===== config.mk =====
export PLATFORM = sky130hd
export DESIGN_NAME = oscsel_ctrl
export DESIGN_NICKNAME = d
export VERILOG_FILES = /design/src/core/oscsel_pkg.sv /design/src/core/oscsel_ctrl.sv
export SDC_FILE = /design/constraint.sdc
export NUM_CORES = 1
export LEC_CHECK = 0
export BUFFER_PORTS_ARGS = -buffer_cell sky130_fd_sc_hd__buf_2
export CAP_MARGIN = 20
export CORE_ASPECT_RATIO = 0.8
export CORE_UTILIZATION = 54
export CTS_CLUSTER_DIAMETER = 50
export DETAILED_ROUTE_END_ITERATION = 8
export MAX_ROUTING_LAYER = met4
export PLACE_DENSITY = 0.88
export REMOVE_ABC_BUFFERS = 1
export SLEW_MARGIN = 20
export SYNTH_ARGS = -nofsm -noshare
export SYNTH_HDL_FRONTEND = slang
export SYNTH_SLANG_ARGS = --single-unit

===== constraint.sdc =====
create_clock -name clock_i -period 2.01 [get_ports clock_i]
set_input_delay 0.3015 -clock clock_i [delete_from_list [all_inputs] [get_ports clock_i]]
set_output_delay 0.3015 -clock clock_i [all_outputs]
set_load 0.01 [all_outputs]

===== src/core/oscsel_pkg.sv =====
/*
 * oscsel_pkg: constants for the oscillator source select control block.
 * Assumes a 16-bit control/status register reached over a plain strobe port.
 */
package oscsel_pkg;

    // source select encoding
    localparam logic [2:0] OSCSEL_SRC_FAST_RC  = 3'h0;
    localparam logic [2:0] OSCSEL_SRC_RC_PLL   = 3'h1;
    localparam logic [2:0] OSCSEL_SRC_PRI      = 3'h2;
    localparam logic [2:0] OSCSEL_SRC_PRI_PLL  = 3'h3;
    localparam logic [2:0] OSCSEL_SRC_SEC      = 3'h4;
    localparam logic [2:0] OSCSEL_SRC_LOW_RC   = 3'h5;
    localparam logic [2:0] OSCSEL_SRC_RSVD     = 3'h6;
    localparam logic [2:0] OSCSEL_SRC_RC_DIV   = 3'h7;

    // primary sub-mode encoding
    localparam logic [1:0] OSCSEL_PMODE_EXT    = 2'h0;
    localparam logic [1:0] OSCSEL_PMODE_XTAL   = 2'h1;
    localparam logic [1:0] OSCSEL_PMODE_FAST   = 2'h2;
    localparam logic [1:0] OSCSEL_PMODE_OFF    = 2'h3;

    // register map
    localparam logic [7:0] OSCSEL_CTRL_ADDR    = 8'h00;

    // field positions
    localparam int OSCSEL_CUR_LSB    = 12;
    localparam int OSCSEL_NEW_LSB    = 8;
    localparam int OSCSEL_SEL_LOCK   = 7;
    localparam int OSCSEL_IO_LOCK    = 6;
    localparam int OSCSEL_PLL_LOCK   = 5;
    localparam int OSCSEL_FAIL       = 3;
    localparam int OSCSEL_PRI_SLEEP  = 2;
    localparam int OSCSEL_SEC_EN     = 1;
    localparam int OSCSEL_SW_REQ     = 0;

    // reset values
    localparam logic [2:0]  OSCSEL_SRC_RST     = OSCSEL_SRC_RC_DIV;
    localparam logic [15:0] OSCSEL_RDATA_RST   = 16'h0000;

    // unlock keys, high byte pair then low byte pair
    localparam logic [7:0] OSCSEL_KEY_HI_1     = 8'h78;
    localparam logic [7:0] OSCSEL_KEY_HI_2     = 8'h9a;
    localparam logic [7:0] OSCSEL_KEY_LO_1     = 8'h46;
    localparam logic [7:0] OSCSEL_KEY_LO_2     = 8'h57;

    // timing counts
    localparam int OSCSEL_SETTLE_CYCLES = 10;
    localparam int OSCSEL_GATE_CYCLES   = 2;

    typedef enum logic [1:0] {
        OSCSEL_UL_IDLE,
        OSCSEL_UL_KEY1,
        OSCSEL_UL_OPEN
    } oscsel_unlock_t;

    typedef enum logic [2:0] {
        OSCSEL_SW_IDLE,
        OSCSEL_SW_CHECK,
        OSCSEL_SW_WAIT,
        OSCSEL_SW_SETTLE,
        OSCSEL_SW_GATE,
        OSCSEL_SW_MUX
    } oscsel_sw_t;

endpackage : oscsel_pkg


===== src/core/oscsel_ctrl.sv =====
/*
 * oscsel_ctrl: oscillator source selection, clock switch sequencer and the
 * oscillator control/status register.
 * Assumes clock_i is the processor clock; oscillator ready, pll lock and the
 * new-source clock arrive asynchronously; configuration fields are static
 * from reset release on; fail detect comes from a monitor on clock_i.
 */
`timescale 1ns/100ps

module oscsel_ctrl
    import oscsel_pkg::*;
#(
    parameter int ADDR_W        = 8,
    parameter int SETTLE_CYCLES = OSCSEL_SETTLE_CYCLES,
    parameter int GATE_CYCLES   = OSCSEL_GATE_CYCLES
)(
    input  wire logic              clock_i,
    input  wire logic              rst_b_i,
    input  wire logic [ADDR_W-1:0] addr_i,
    input  wire logic [15:0]       wdata_i,
    input  wire logic [1:0]        wr_be_i,
    input  wire logic              wr_i,
    input  wire logic              rd_i,
    input  wire logic [2:0]        initial_source_cfg_i,
    input  wire logic [1:0]        primary_mode_cfg_i,
    input  wire logic [1:0]        switch_monitor_cfg_i,
    input  wire logic              osc_out_pin_function_cfg_i,
    input  wire logic              io_lock_one_way_cfg_i,
    input  wire logic [3:0]        osc_ready_i,
    input  wire logic              pll_lock_i,
    input  wire logic              new_clk_i,
    input  wire logic              clock_fail_i,
    input  wire logic              sleep_i,
    output logic [15:0]            rdata_o,
    output logic [2:0]             clk_mux_sel_o,
    output logic                   clk_gate_o,
    output logic [3:0]             osc_enable_o,
    output logic                   pll_enable_o,
    output logic [1:0]             primary_mode_o,
    output logic                   fail_safe_monitor_o,
    output logic                   io_lock_a_o,
    output logic                   fcy_o,
    output logic                   osc_output_pin_fcy_o
);

    localparam int SET_W  = $clog2(SETTLE_CYCLES + 1);
    localparam int GATE_W = $clog2(GATE_CYCLES + 1);
    localparam int SYN_W  = 6;

    if (ADDR_W < 8 || SETTLE_CYCLES < 1 || GATE_CYCLES < 1)
    begin : g_check
        $error("oscsel_ctrl: ADDR_W >= 8, SETTLE_CYCLES and GATE_CYCLES >= 1 required");
    end

    // osc_enable bit order: {low-power rc, fast rc, secondary, primary}
    function automatic logic [3:0] src_uses(input logic [2:0] src);
        logic [3:0] u;
        u = 4'h0;
        unique case (src)
            OSCSEL_SRC_FAST_RC, OSCSEL_SRC_RC_PLL, OSCSEL_SRC_RC_DIV: u = 4'h4;
            OSCSEL_SRC_PRI, OSCSEL_SRC_PRI_PLL:                       u = 4'h1;
            OSCSEL_SRC_SEC:                                           u = 4'h2;
            OSCSEL_SRC_LOW_RC:                                        u = 4'h8;
            OSCSEL_SRC_RSVD:                                        u = 4'h0;
        endcase
        return u;
    endfunction : src_uses

    function automatic logic src_pll(input logic [2:0] src, input logic [1:0] pmode);
        return (src == OSCSEL_SRC_RC_PLL) ||
               (src == OSCSEL_SRC_PRI_PLL && (pmode == OSCSEL_PMODE_XTAL ||
                                              pmode == OSCSEL_PMODE_EXT));
    endfunction : src_pll

    // configuration capture after reset release
    logic       cfg_loaded_ff;
    logic [2:0] init_src_ff;
    logic [1:0] pmode_ff;
    logic [1:0] swmon_ff;
    logic       pin_fn_ff;
    logic       one_way_ff;

    always_ff @(posedge clock_i or negedge rst_b_i)
    begin
        if (!rst_b_i)
        begin
            cfg_loaded_ff <= 1'b0;
            init_src_ff   <= OSCSEL_SRC_RST;
            pmode_ff      <= OSCSEL_PMODE_OFF;
            swmon_ff      <= 2'h3;
            pin_fn_ff     <= 1'b0;
            one_way_ff    <= 1'b1;
        end
        else if (!cfg_loaded_ff)
        begin
            cfg_loaded_ff <= 1'b1;
            init_src_ff   <= initial_source_cfg_i;
            pmode_ff      <= primary_mode_cfg_i;
            swmon_ff      <= switch_monitor_cfg_i;
            pin_fn_ff     <= osc_out_pin_function_cfg_i;
            one_way_ff    <= io_lock_one_way_cfg_i;
        end
    end

    logic sw_allowed;
    logic mon_on;
    assign sw_allowed = cfg_loaded_ff && !swmon_ff[1];
    assign mon_on     = cfg_loaded_ff && (swmon_ff == 2'h0);

    // three-stage input filter; the first stage feeds only the second
    logic [SYN_W-1:0] syn1_ff;
    logic [SYN_W-1:0] syn2_ff;
    logic [SYN_W-1:0] syn3_ff;
    logic [SYN_W-1:0] syn_ok_ff;
    logic [SYN_W-1:0] nxt_syn_ok;

    always_comb
    begin
        for (int i = 0; i < SYN_W; i++)
        begin
            nxt_syn_ok[i] = (syn2_ff[i] == syn3_ff[i]) ? syn2_ff[i] : syn_ok_ff[i];
        end
    end

    always_ff @(posedge clock_i or negedge rst_b_i)
    begin
        if (!rst_b_i)
        begin
            syn1_ff   <= '0;
            syn2_ff   <= '0;
            syn3_ff   <= '0;
            syn_ok_ff <= '0;
        end
        else
        begin
            syn1_ff   <= {new_clk_i, pll_lock_i, osc_ready_i};
            syn2_ff   <= syn1_ff;
            syn3_ff   <= syn2_ff;
            syn_ok_ff <= nxt_syn_ok;
        end
    end

    logic [3:0] ready_s;
    logic       pll_lock_s;
    logic       new_clk_rise;
    assign ready_s      = syn_ok_ff[3:0];
    assign pll_lock_s   = syn_ok_ff[4];
    assign new_clk_rise = nxt_syn_ok[5] && !syn_ok_ff[5];

    // unlock sequencers, lane 1 = high byte, lane 0 = low byte
    oscsel_unlock_t ul_ff [2];
    logic [1:0]     lane_open;
    logic           reg_wr;
    logic           reg_rd;
    assign reg_wr = wr_i && (addr_i == ADDR_W'(OSCSEL_CTRL_ADDR));
    assign reg_rd = rd_i && (addr_i == ADDR_W'(OSCSEL_CTRL_ADDR));

    always_comb
    begin
        for (int i = 0; i < 2; i++)
        begin
            lane_open[i] = reg_wr && wr_be_i[i] && (ul_ff[i] == OSCSEL_UL_OPEN);
        end
    end

    always_ff @(posedge clock_i or negedge rst_b_i)
    begin
        if (!rst_b_i)
        begin
            ul_ff[0] <= OSCSEL_UL_IDLE;
            ul_ff[1] <= OSCSEL_UL_IDLE;
        end
        else if (wr_i)
        begin
            // any write breaks a pending pair, so keys must be back to back
            for (int i = 0; i < 2; i++)
            begin
                logic [7:0] byte_v;
                logic [7:0] key1;
                logic [7:0] key2;
                byte_v = wdata_i[8*i +: 8];
                key1   = (i == 1) ? OSCSEL_KEY_HI_1 : OSCSEL_KEY_LO_1;
                key2   = (i == 1) ? OSCSEL_KEY_HI_2 : OSCSEL_KEY_LO_2;
                if (!(reg_wr && wr_be_i[i]))
                    ul_ff[i] <= OSCSEL_UL_IDLE;
                else if (ul_ff[i] == OSCSEL_UL_KEY1 && byte_v == key2)
                    ul_ff[i] <= OSCSEL_UL_OPEN;
                else if (ul_ff[i] != OSCSEL_UL_OPEN && byte_v == key1)
                    ul_ff[i] <= OSCSEL_UL_KEY1;
                else
                    ul_ff[i] <= OSCSEL_UL_IDLE;
            end
        end
    end

    // register fields
    logic [2:0] cur_src_ff;
    logic [2:0] new_src_ff;
    logic       sel_lock_ff;
    logic       io_lock_ff;
    logic       pll_lock_ff;
    logic       fail_ff;
    logic       pri_sleep_ff;
    logic       sec_en_ff;
    logic       sw_req_ff;
    logic       frozen;

    oscsel_sw_t       sw_ff;
    logic [2:0]       target_ff;
    logic [SET_W-1:0] settle_ff;
    logic [GATE_W-1:0] gate_cnt_ff;
    logic             sw_start;
    logic             sw_abort;
    logic             sw_done;

    assign frozen   = sel_lock_ff && mon_on;
    assign sw_start = (sw_ff == OSCSEL_SW_CHECK) &&
                      (new_src_ff != cur_src_ff) && (new_src_ff != OSCSEL_SRC_RSVD);
    assign sw_abort = (sw_ff == OSCSEL_SW_CHECK) && !sw_start;
    assign sw_done  = (sw_ff == OSCSEL_SW_MUX) && (gate_cnt_ff == '0);

    always_ff @(posedge clock_i or negedge rst_b_i)
    begin
        if (!rst_b_i)
            new_src_ff <= OSCSEL_SRC_RST;
        else if (!cfg_loaded_ff)
            new_src_ff <= initial_source_cfg_i;
        else if (lane_open[1] && !frozen)
            new_src_ff <= wdata_i[OSCSEL_NEW_LSB +: 3];
    end

    always_ff @(posedge clock_i or negedge rst_b_i)
    begin
        if (!rst_b_i)
            sw_req_ff <= 1'b0;
        else if (!sw_allowed)
            sw_req_ff <= 1'b0;
        else if (sw_abort || sw_done)
            sw_req_ff <= 1'b0;
        else if (lane_open[0] && !frozen && wdata_i[OSCSEL_SW_REQ])
            sw_req_ff <= 1'b1;
    end

    always_ff @(posedge clock_i or negedge rst_b_i)
    begin
        if (!rst_b_i)
        begin
            sel_lock_ff  <= 1'b0;
            pri_sleep_ff <= 1'b0;
            sec_en_ff    <= 1'b0;
        end
        else if (lane_open[0])
        begin
            sel_lock_ff  <= sel_lock_ff | wdata_i[OSCSEL_SEL_LOCK];
            pri_sleep_ff <= wdata_i[OSCSEL_PRI_SLEEP];
            sec_en_ff    <= wdata_i[OSCSEL_SEC_EN];
        end
    end

    always_ff @(posedge clock_i or negedge rst_b_i)
    begin
        if (!rst_b_i)
            io_lock_ff <= 1'b0;
        else if (lane_open[0] && !(one_way_ff && io_lock_ff))
            io_lock_ff <= wdata_i[OSCSEL_IO_LOCK];
    end

    // monitor event beats a software clear in the same cycle
    always_ff @(posedge clock_i or negedge rst_b_i)
    begin
        if (!rst_b_i)
            fail_ff <= 1'b0;
        else if (clock_fail_i && mon_on)
            fail_ff <= 1'b1;
        else if (sw_start)
            fail_ff <= 1'b0;
        else if (lane_open[0] && !wdata_i[OSCSEL_FAIL])
            fail_ff <= 1'b0;
    end

    // switch sequencer
    always_ff @(posedge clock_i or negedge rst_b_i)
    begin
        if (!rst_b_i)
        begin
            sw_ff       <= OSCSEL_SW_IDLE;
            target_ff   <= OSCSEL_SRC_RST;
            settle_ff   <= '0;
            gate_cnt_ff <= '0;
        end
        else
        begin
            unique case (sw_ff)
                OSCSEL_SW_IDLE:
                    if (sw_req_ff && sw_allowed)
                        sw_ff <= OSCSEL_SW_CHECK;
                OSCSEL_SW_CHECK:
                begin
                    target_ff <= new_src_ff;
                    settle_ff <= SET_W'(SETTLE_CYCLES);
                    sw_ff     <= sw_start ? OSCSEL_SW_WAIT : OSCSEL_SW_IDLE;
                end
                OSCSEL_SW_WAIT:
                    // source must be up, and the pll locked where it is used
                    if ((ready_s & src_uses(target_ff)) == src_uses(target_ff) &&
                        (pll_lock_s || !src_pll(target_ff, pmode_ff)))
                        sw_ff <= OSCSEL_SW_SETTLE;
                OSCSEL_SW_SETTLE:
                    if (settle_ff == '0)
                    begin
                        gate_cnt_ff <= GATE_W'(GATE_CYCLES);
                        sw_ff       <= OSCSEL_SW_GATE;
                    end
                    else if (new_clk_rise)
                        settle_ff <= settle_ff - SET_W'(1);
                OSCSEL_SW_GATE:
                    if (gate_cnt_ff == '0)
                    begin
                        gate_cnt_ff <= GATE_W'(GATE_CYCLES);
                        sw_ff       <= OSCSEL_SW_MUX;
                    end
                    else
                        gate_cnt_ff <= gate_cnt_ff - GATE_W'(1);
                OSCSEL_SW_MUX:
                    if (gate_cnt_ff == '0)
                        sw_ff <= OSCSEL_SW_IDLE;
                    else
                        gate_cnt_ff <= gate_cnt_ff - GATE_W'(1);
                default:
                    sw_ff <= OSCSEL_SW_IDLE;
            endcase
        end
    end

    // current source follows config at load, target at commit
    always_ff @(posedge clock_i or negedge rst_b_i)
    begin
        if (!rst_b_i)
            cur_src_ff <= OSCSEL_SRC_RST;
        else if (!cfg_loaded_ff)
            cur_src_ff <= initial_source_cfg_i;
        else if (sw_done)
            cur_src_ff <= target_ff;
    end

    // clock gated off around the mux change so no runt pulse reaches the core
    always_ff @(posedge clock_i or negedge rst_b_i)
    begin
        if (!rst_b_i)
        begin
            clk_gate_o    <= 1'b0;
            clk_mux_sel_o <= OSCSEL_SRC_RST;
        end
        else if (!cfg_loaded_ff)
        begin
            clk_mux_sel_o <= initial_source_cfg_i;
        end
        else
        begin
            clk_gate_o <= (sw_ff != OSCSEL_SW_GATE) && !(sw_ff == OSCSEL_SW_MUX &&
                          gate_cnt_ff != '0);
            if (sw_ff == OSCSEL_SW_MUX)
                clk_mux_sel_o <= target_ff;
        end
    end

    always_ff @(posedge clock_i or negedge rst_b_i)
    begin
        if (!rst_b_i)
            pll_lock_ff <= 1'b0;
        else if (sw_ff != OSCSEL_SW_IDLE || !src_pll(cur_src_ff, pmode_ff))
            pll_lock_ff <= 1'b0;
        else
            pll_lock_ff <= pll_lock_s;
    end

    // oscillator and pll enables
    logic [3:0] nxt_osc_en;
    logic       switching;
    assign switching = (sw_ff != OSCSEL_SW_IDLE) && (sw_ff != OSCSEL_SW_CHECK);

    always_comb
    begin
        nxt_osc_en = src_uses(cur_src_ff) | (switching ? src_uses(target_ff) : 4'h0);
        nxt_osc_en[1] = nxt_osc_en[1] | sec_en_ff;
        nxt_osc_en[3] = nxt_osc_en[3] | mon_on;
        if (sleep_i && !pri_sleep_ff)
            nxt_osc_en[0] = 1'b0;
        if (!cfg_loaded_ff)
            nxt_osc_en = 4'h0;
    end

    // instruction clock toggles each processor clock
    logic pin_fcy;
    assign pin_fcy = (cur_src_ff == OSCSEL_SRC_PRI || cur_src_ff == OSCSEL_SRC_PRI_PLL) ?
                     (pmode_ff == OSCSEL_PMODE_EXT) : pin_fn_ff;

    always_ff @(posedge clock_i or negedge rst_b_i)
    begin
        if (!rst_b_i)
        begin
            osc_enable_o         <= 4'h0;
            pll_enable_o         <= 1'b0;
            primary_mode_o       <= OSCSEL_PMODE_OFF;
            fail_safe_monitor_o  <= 1'b0;
            io_lock_a_o          <= 1'b0;
            fcy_o                <= 1'b0;
            osc_output_pin_fcy_o <= 1'b0;
        end
        else
        begin
            osc_enable_o         <= nxt_osc_en;
            pll_enable_o         <= cfg_loaded_ff && (src_pll(cur_src_ff, pmode_ff) ||
                                    (switching && src_pll(target_ff, pmode_ff)));
            primary_mode_o       <= pmode_ff;
            fail_safe_monitor_o  <= mon_on;
            io_lock_a_o          <= io_lock_ff;
            fcy_o                <= ~fcy_o;
            osc_output_pin_fcy_o <= cfg_loaded_ff && pin_fcy;
        end
    end

    // read port: data valid the cycle after the strobe, zero elsewhere
    logic [15:0] reg_view;
    always_comb
    begin
        reg_view = 16'h0000;
        reg_view[OSCSEL_CUR_LSB +: 3] = cur_src_ff;
        reg_view[OSCSEL_NEW_LSB +: 3] = new_src_ff;
        reg_view[OSCSEL_SEL_LOCK]     = sel_lock_ff;
        reg_view[OSCSEL_IO_LOCK]      = io_lock_ff;
        reg_view[OSCSEL_PLL_LOCK]     = pll_lock_ff;
        reg_view[OSCSEL_FAIL]         = fail_ff;
        reg_view[OSCSEL_PRI_SLEEP]    = pri_sleep_ff;
        reg_view[OSCSEL_SEC_EN]       = sec_en_ff;
        reg_view[OSCSEL_SW_REQ]       = sw_req_ff;
    end

    always_ff @(posedge clock_i or negedge rst_b_i)
    begin
        if (!rst_b_i)
            rdata_o <= OSCSEL_RDATA_RST;
        else
            rdata_o <= reg_rd ? reg_view : 16'h0000;
    end

endmodule : oscsel_ctrl


==> out/metrics.csv <==
metric;value;unit
Wirelength per Cell;15.7;µm
Clock Latency Late Sink;360;ps
Post-synth top flop;dfrtp_1;
share of layout cells above drive strength 1;33.6;%
Hold WS;41.6;ps
die width;93.4;µm
RSZ-0062 raised after global routing;no;
Final Hold Viols;0;
CTS tree;done;
LEAKAGE;2.17;nW
Internal;2.71;mW
DRT iter0 DRCs;256;
Worst Path Required;2290;ps
Synth Cell Area;3610;µm²
GRT Util Overall;24.4;%
pwr dens;824;nW/µm²
outcome;complete, no violations;
H-tree Lvls;3;
Multi-input gate area;1280;µm²
register area share after synthesis;61.7;%
Net count, final;436;
ys async rst share;100;%
fin cells;474;
Placeable Area;6410;µm²
row count;26;
total negative slack;0;ps
starting density of the core;56.3;%
clock slew at reported path FFs;90;ps
Slew Limit Fails;0;
CTS Buffer Depth;2;
Switching Fraction;23.9;%
most common cell in the netlist;dfrtp_1;
normalized max-slew margin;65.7;%
final wirelength;7440;µm
Setup Skew;9.12;ps
area delta synth->final;20.0;%
Logic pwr share;7.7;%
Critical Path Fanout Max;13;
initial antenna violation count;0;
Mean Syn Cell Area;11.8;µm²
Post-DRT Antenna Nets;0;
# DRC;0;
drt pass-1 iters;5;
top cells by count, synth;dfrtp_1, nand2_1, a21oi_1, dfstp_2, nor2_1;
final setup fails;0;
min Tclk post-route;1780;ps
clk sinks;88;
slew at the pin closest to its max-slew limit;514;ps
Register Area;2230;µm²
Fillers;486;
Die Span Y;75.1;µm
clock root buffer;clkbuf_8;
Num CTS Buffers;9;
first-pass GRT wire length;12200;µm
Post-Place Cell Area;4090;µm²
Final WS setup;232;ps
Final Cycle Share;88.5;%
Die ar.;7010;µm²
placed cell count;457;
Clock Power Share;37.8;%
Synth Register Bits;88;
Overflow after GRT;0;
largest net degree at the start of global routing;41;
Post-CTS Setup Bufs;0;
vias in the first global route;2540;
sw power;0.853;mW
post-synth top area share;47.9;%
Worst VDD drop;0.580;mV
area leader, netlist;dfrtp_1;
highest clock rate;0.562;GHz
Syn Inst Count;306;
via count;2638;
max cap viols;0;
Place WS;105;ps
Worst setup SP type;flop;
number of synthesized flops with an enable pin;0;
Final Wtd Congestion;0.889;
Synth area leaders;dfrtp_1, dfstp_2, mux2i_1, a21oi_1, and3_1;
dpl hpwl;5410;µm
design area;4330;µm²
distinct cell type count after synthesis;45;
Yosys warning count;0;
Setup CP Type;reg -> reg;
CP Capture Type;flop;
via-per-instance ratio;5.57;
HP Class;in -> reg;
antenna cells;0;
Reg power frac;54.5;%
I/O Pins;78;
Port Buffer Count;74;
CP arrival;2060;ps
-- cell usage in the layout (no fill, tap or decap), types with 4 or more instances in the layout --
master and instances:
dfrtp_1 69, nand2b_1 5, mux2_2 7, nand4_1 4
maj3_1 6, nor2b_1 7, o21ai_0 10, nand2_1 22
dfstp_2 19, nand3_1 10, mux2i_1 11, clkbuf_8 9
ha_1 4, buf_2 73, buf_4 8, a31oi_1 5
and3_1 15, a21oi_1 19, nor2_1 17, inv_1 10
nor3_1 5, conb_1 4
-- sequential cells by signal, summed over array words and instances, names as in the netlist, 2 cells and up --
signal          flops
target_ff           3
new_src_ff          3
sw_ff               3
syn2_ff             6
rdata_o            13
ul_ff               4
clk_mux_sel_o       3
pmode_ff            2
settle_ff           4
cur_src_ff          3
primary_mode_o      2
syn1_ff             6
syn3_ff             6
osc_enable_o        4
swmon_ff            2
syn_ok_ff           6
gate_cnt_ff         2
-- critical path, cell delays in order (launching register included) --
cell and delay (ps):
dfstp_2 680, and2_1 200, nor2_1 50, o31a_1 240, o22ai_1 320, a2bb2oi_1 210
-- cells by family after synthesis --
kind of cell / Yosys count / synth area share, %
multiplexers: 19 / 5.55
adder cells (fa/ha/maj): 10 / 3.05
buffers and inverters: 27 / 3.23
flip-flops: 88 / 61.7
XOR/XNOR: 3 / 0.729
AO/OA/AOI/OAI: 52 / 9.02
other: 2 / 0.208
AND/OR/NAND/NOR: 105 / 16.5
-- layout make-up --
class,count,share of cell area [%]
sequential,88,51.5
multi-input combinational,193,29.5
timing repair buffer,83,10.5
clock buffer,9,2.86
tap,84,2.43
clock inverter,7,2.34
inverter,10,0.868
-- worst paths after layout --
kind,startpoint,endpoint,slack (ps),cells after the start
max,cur_src_ff[2],fail_ff,230,5
min,osc_ready_i[3],syn1_ff[3],40,1
max reg2reg,cur_src_ff[2],fail_ff,230,5
min reg2reg,syn1_ff[5],syn2_ff[5],360,0
max in group asynchronous,rst_b_i,target_ff[2],910,3
min in group asynchronous,rst_b_i,fail_safe_monitor_o,440,2
-- power by group through the flow --
stage | Combinational (mW) | Sequential [mW] | Clock (mW)
after floorplan | 0.117 | 1.97 | 0
final | 0.275 | 1.94 | 1.35
after detailed placement | 0.274 | 1.97 | 0
after global routing | 0.307 | 1.95 | 1.45
after CTS | 0.278 | 1.94 | 1.37
after global placement | 0.264 | 1.97 | 0
-- what timing repair did --
action / in CTS / in global routing
hold buffers: 1 / 0
endpoints found under the setup margin: 0 / 2
hold endpoints to repair: 29 / 0
gates resized for setup: 0 / 1
-- metal layers --
layer	track usage (%)	up-vias	share of wire [%]
met5	-	-	0
met4	6.84	0	1.1
met3	7.07	9	6.8
met2	38.0	112	48
met1	31.6	1288	44
li1	-	1229	-
-- through the flow --
stage	power [mW]	util, %
finish	3.56	67.5
global route	3.71	67.5
CTS	3.59	67.4
detailed placement	2.25	63.7
global placement	2.23	63.7
floorplan	2.08	-
(Power assumes the default switching activity.)
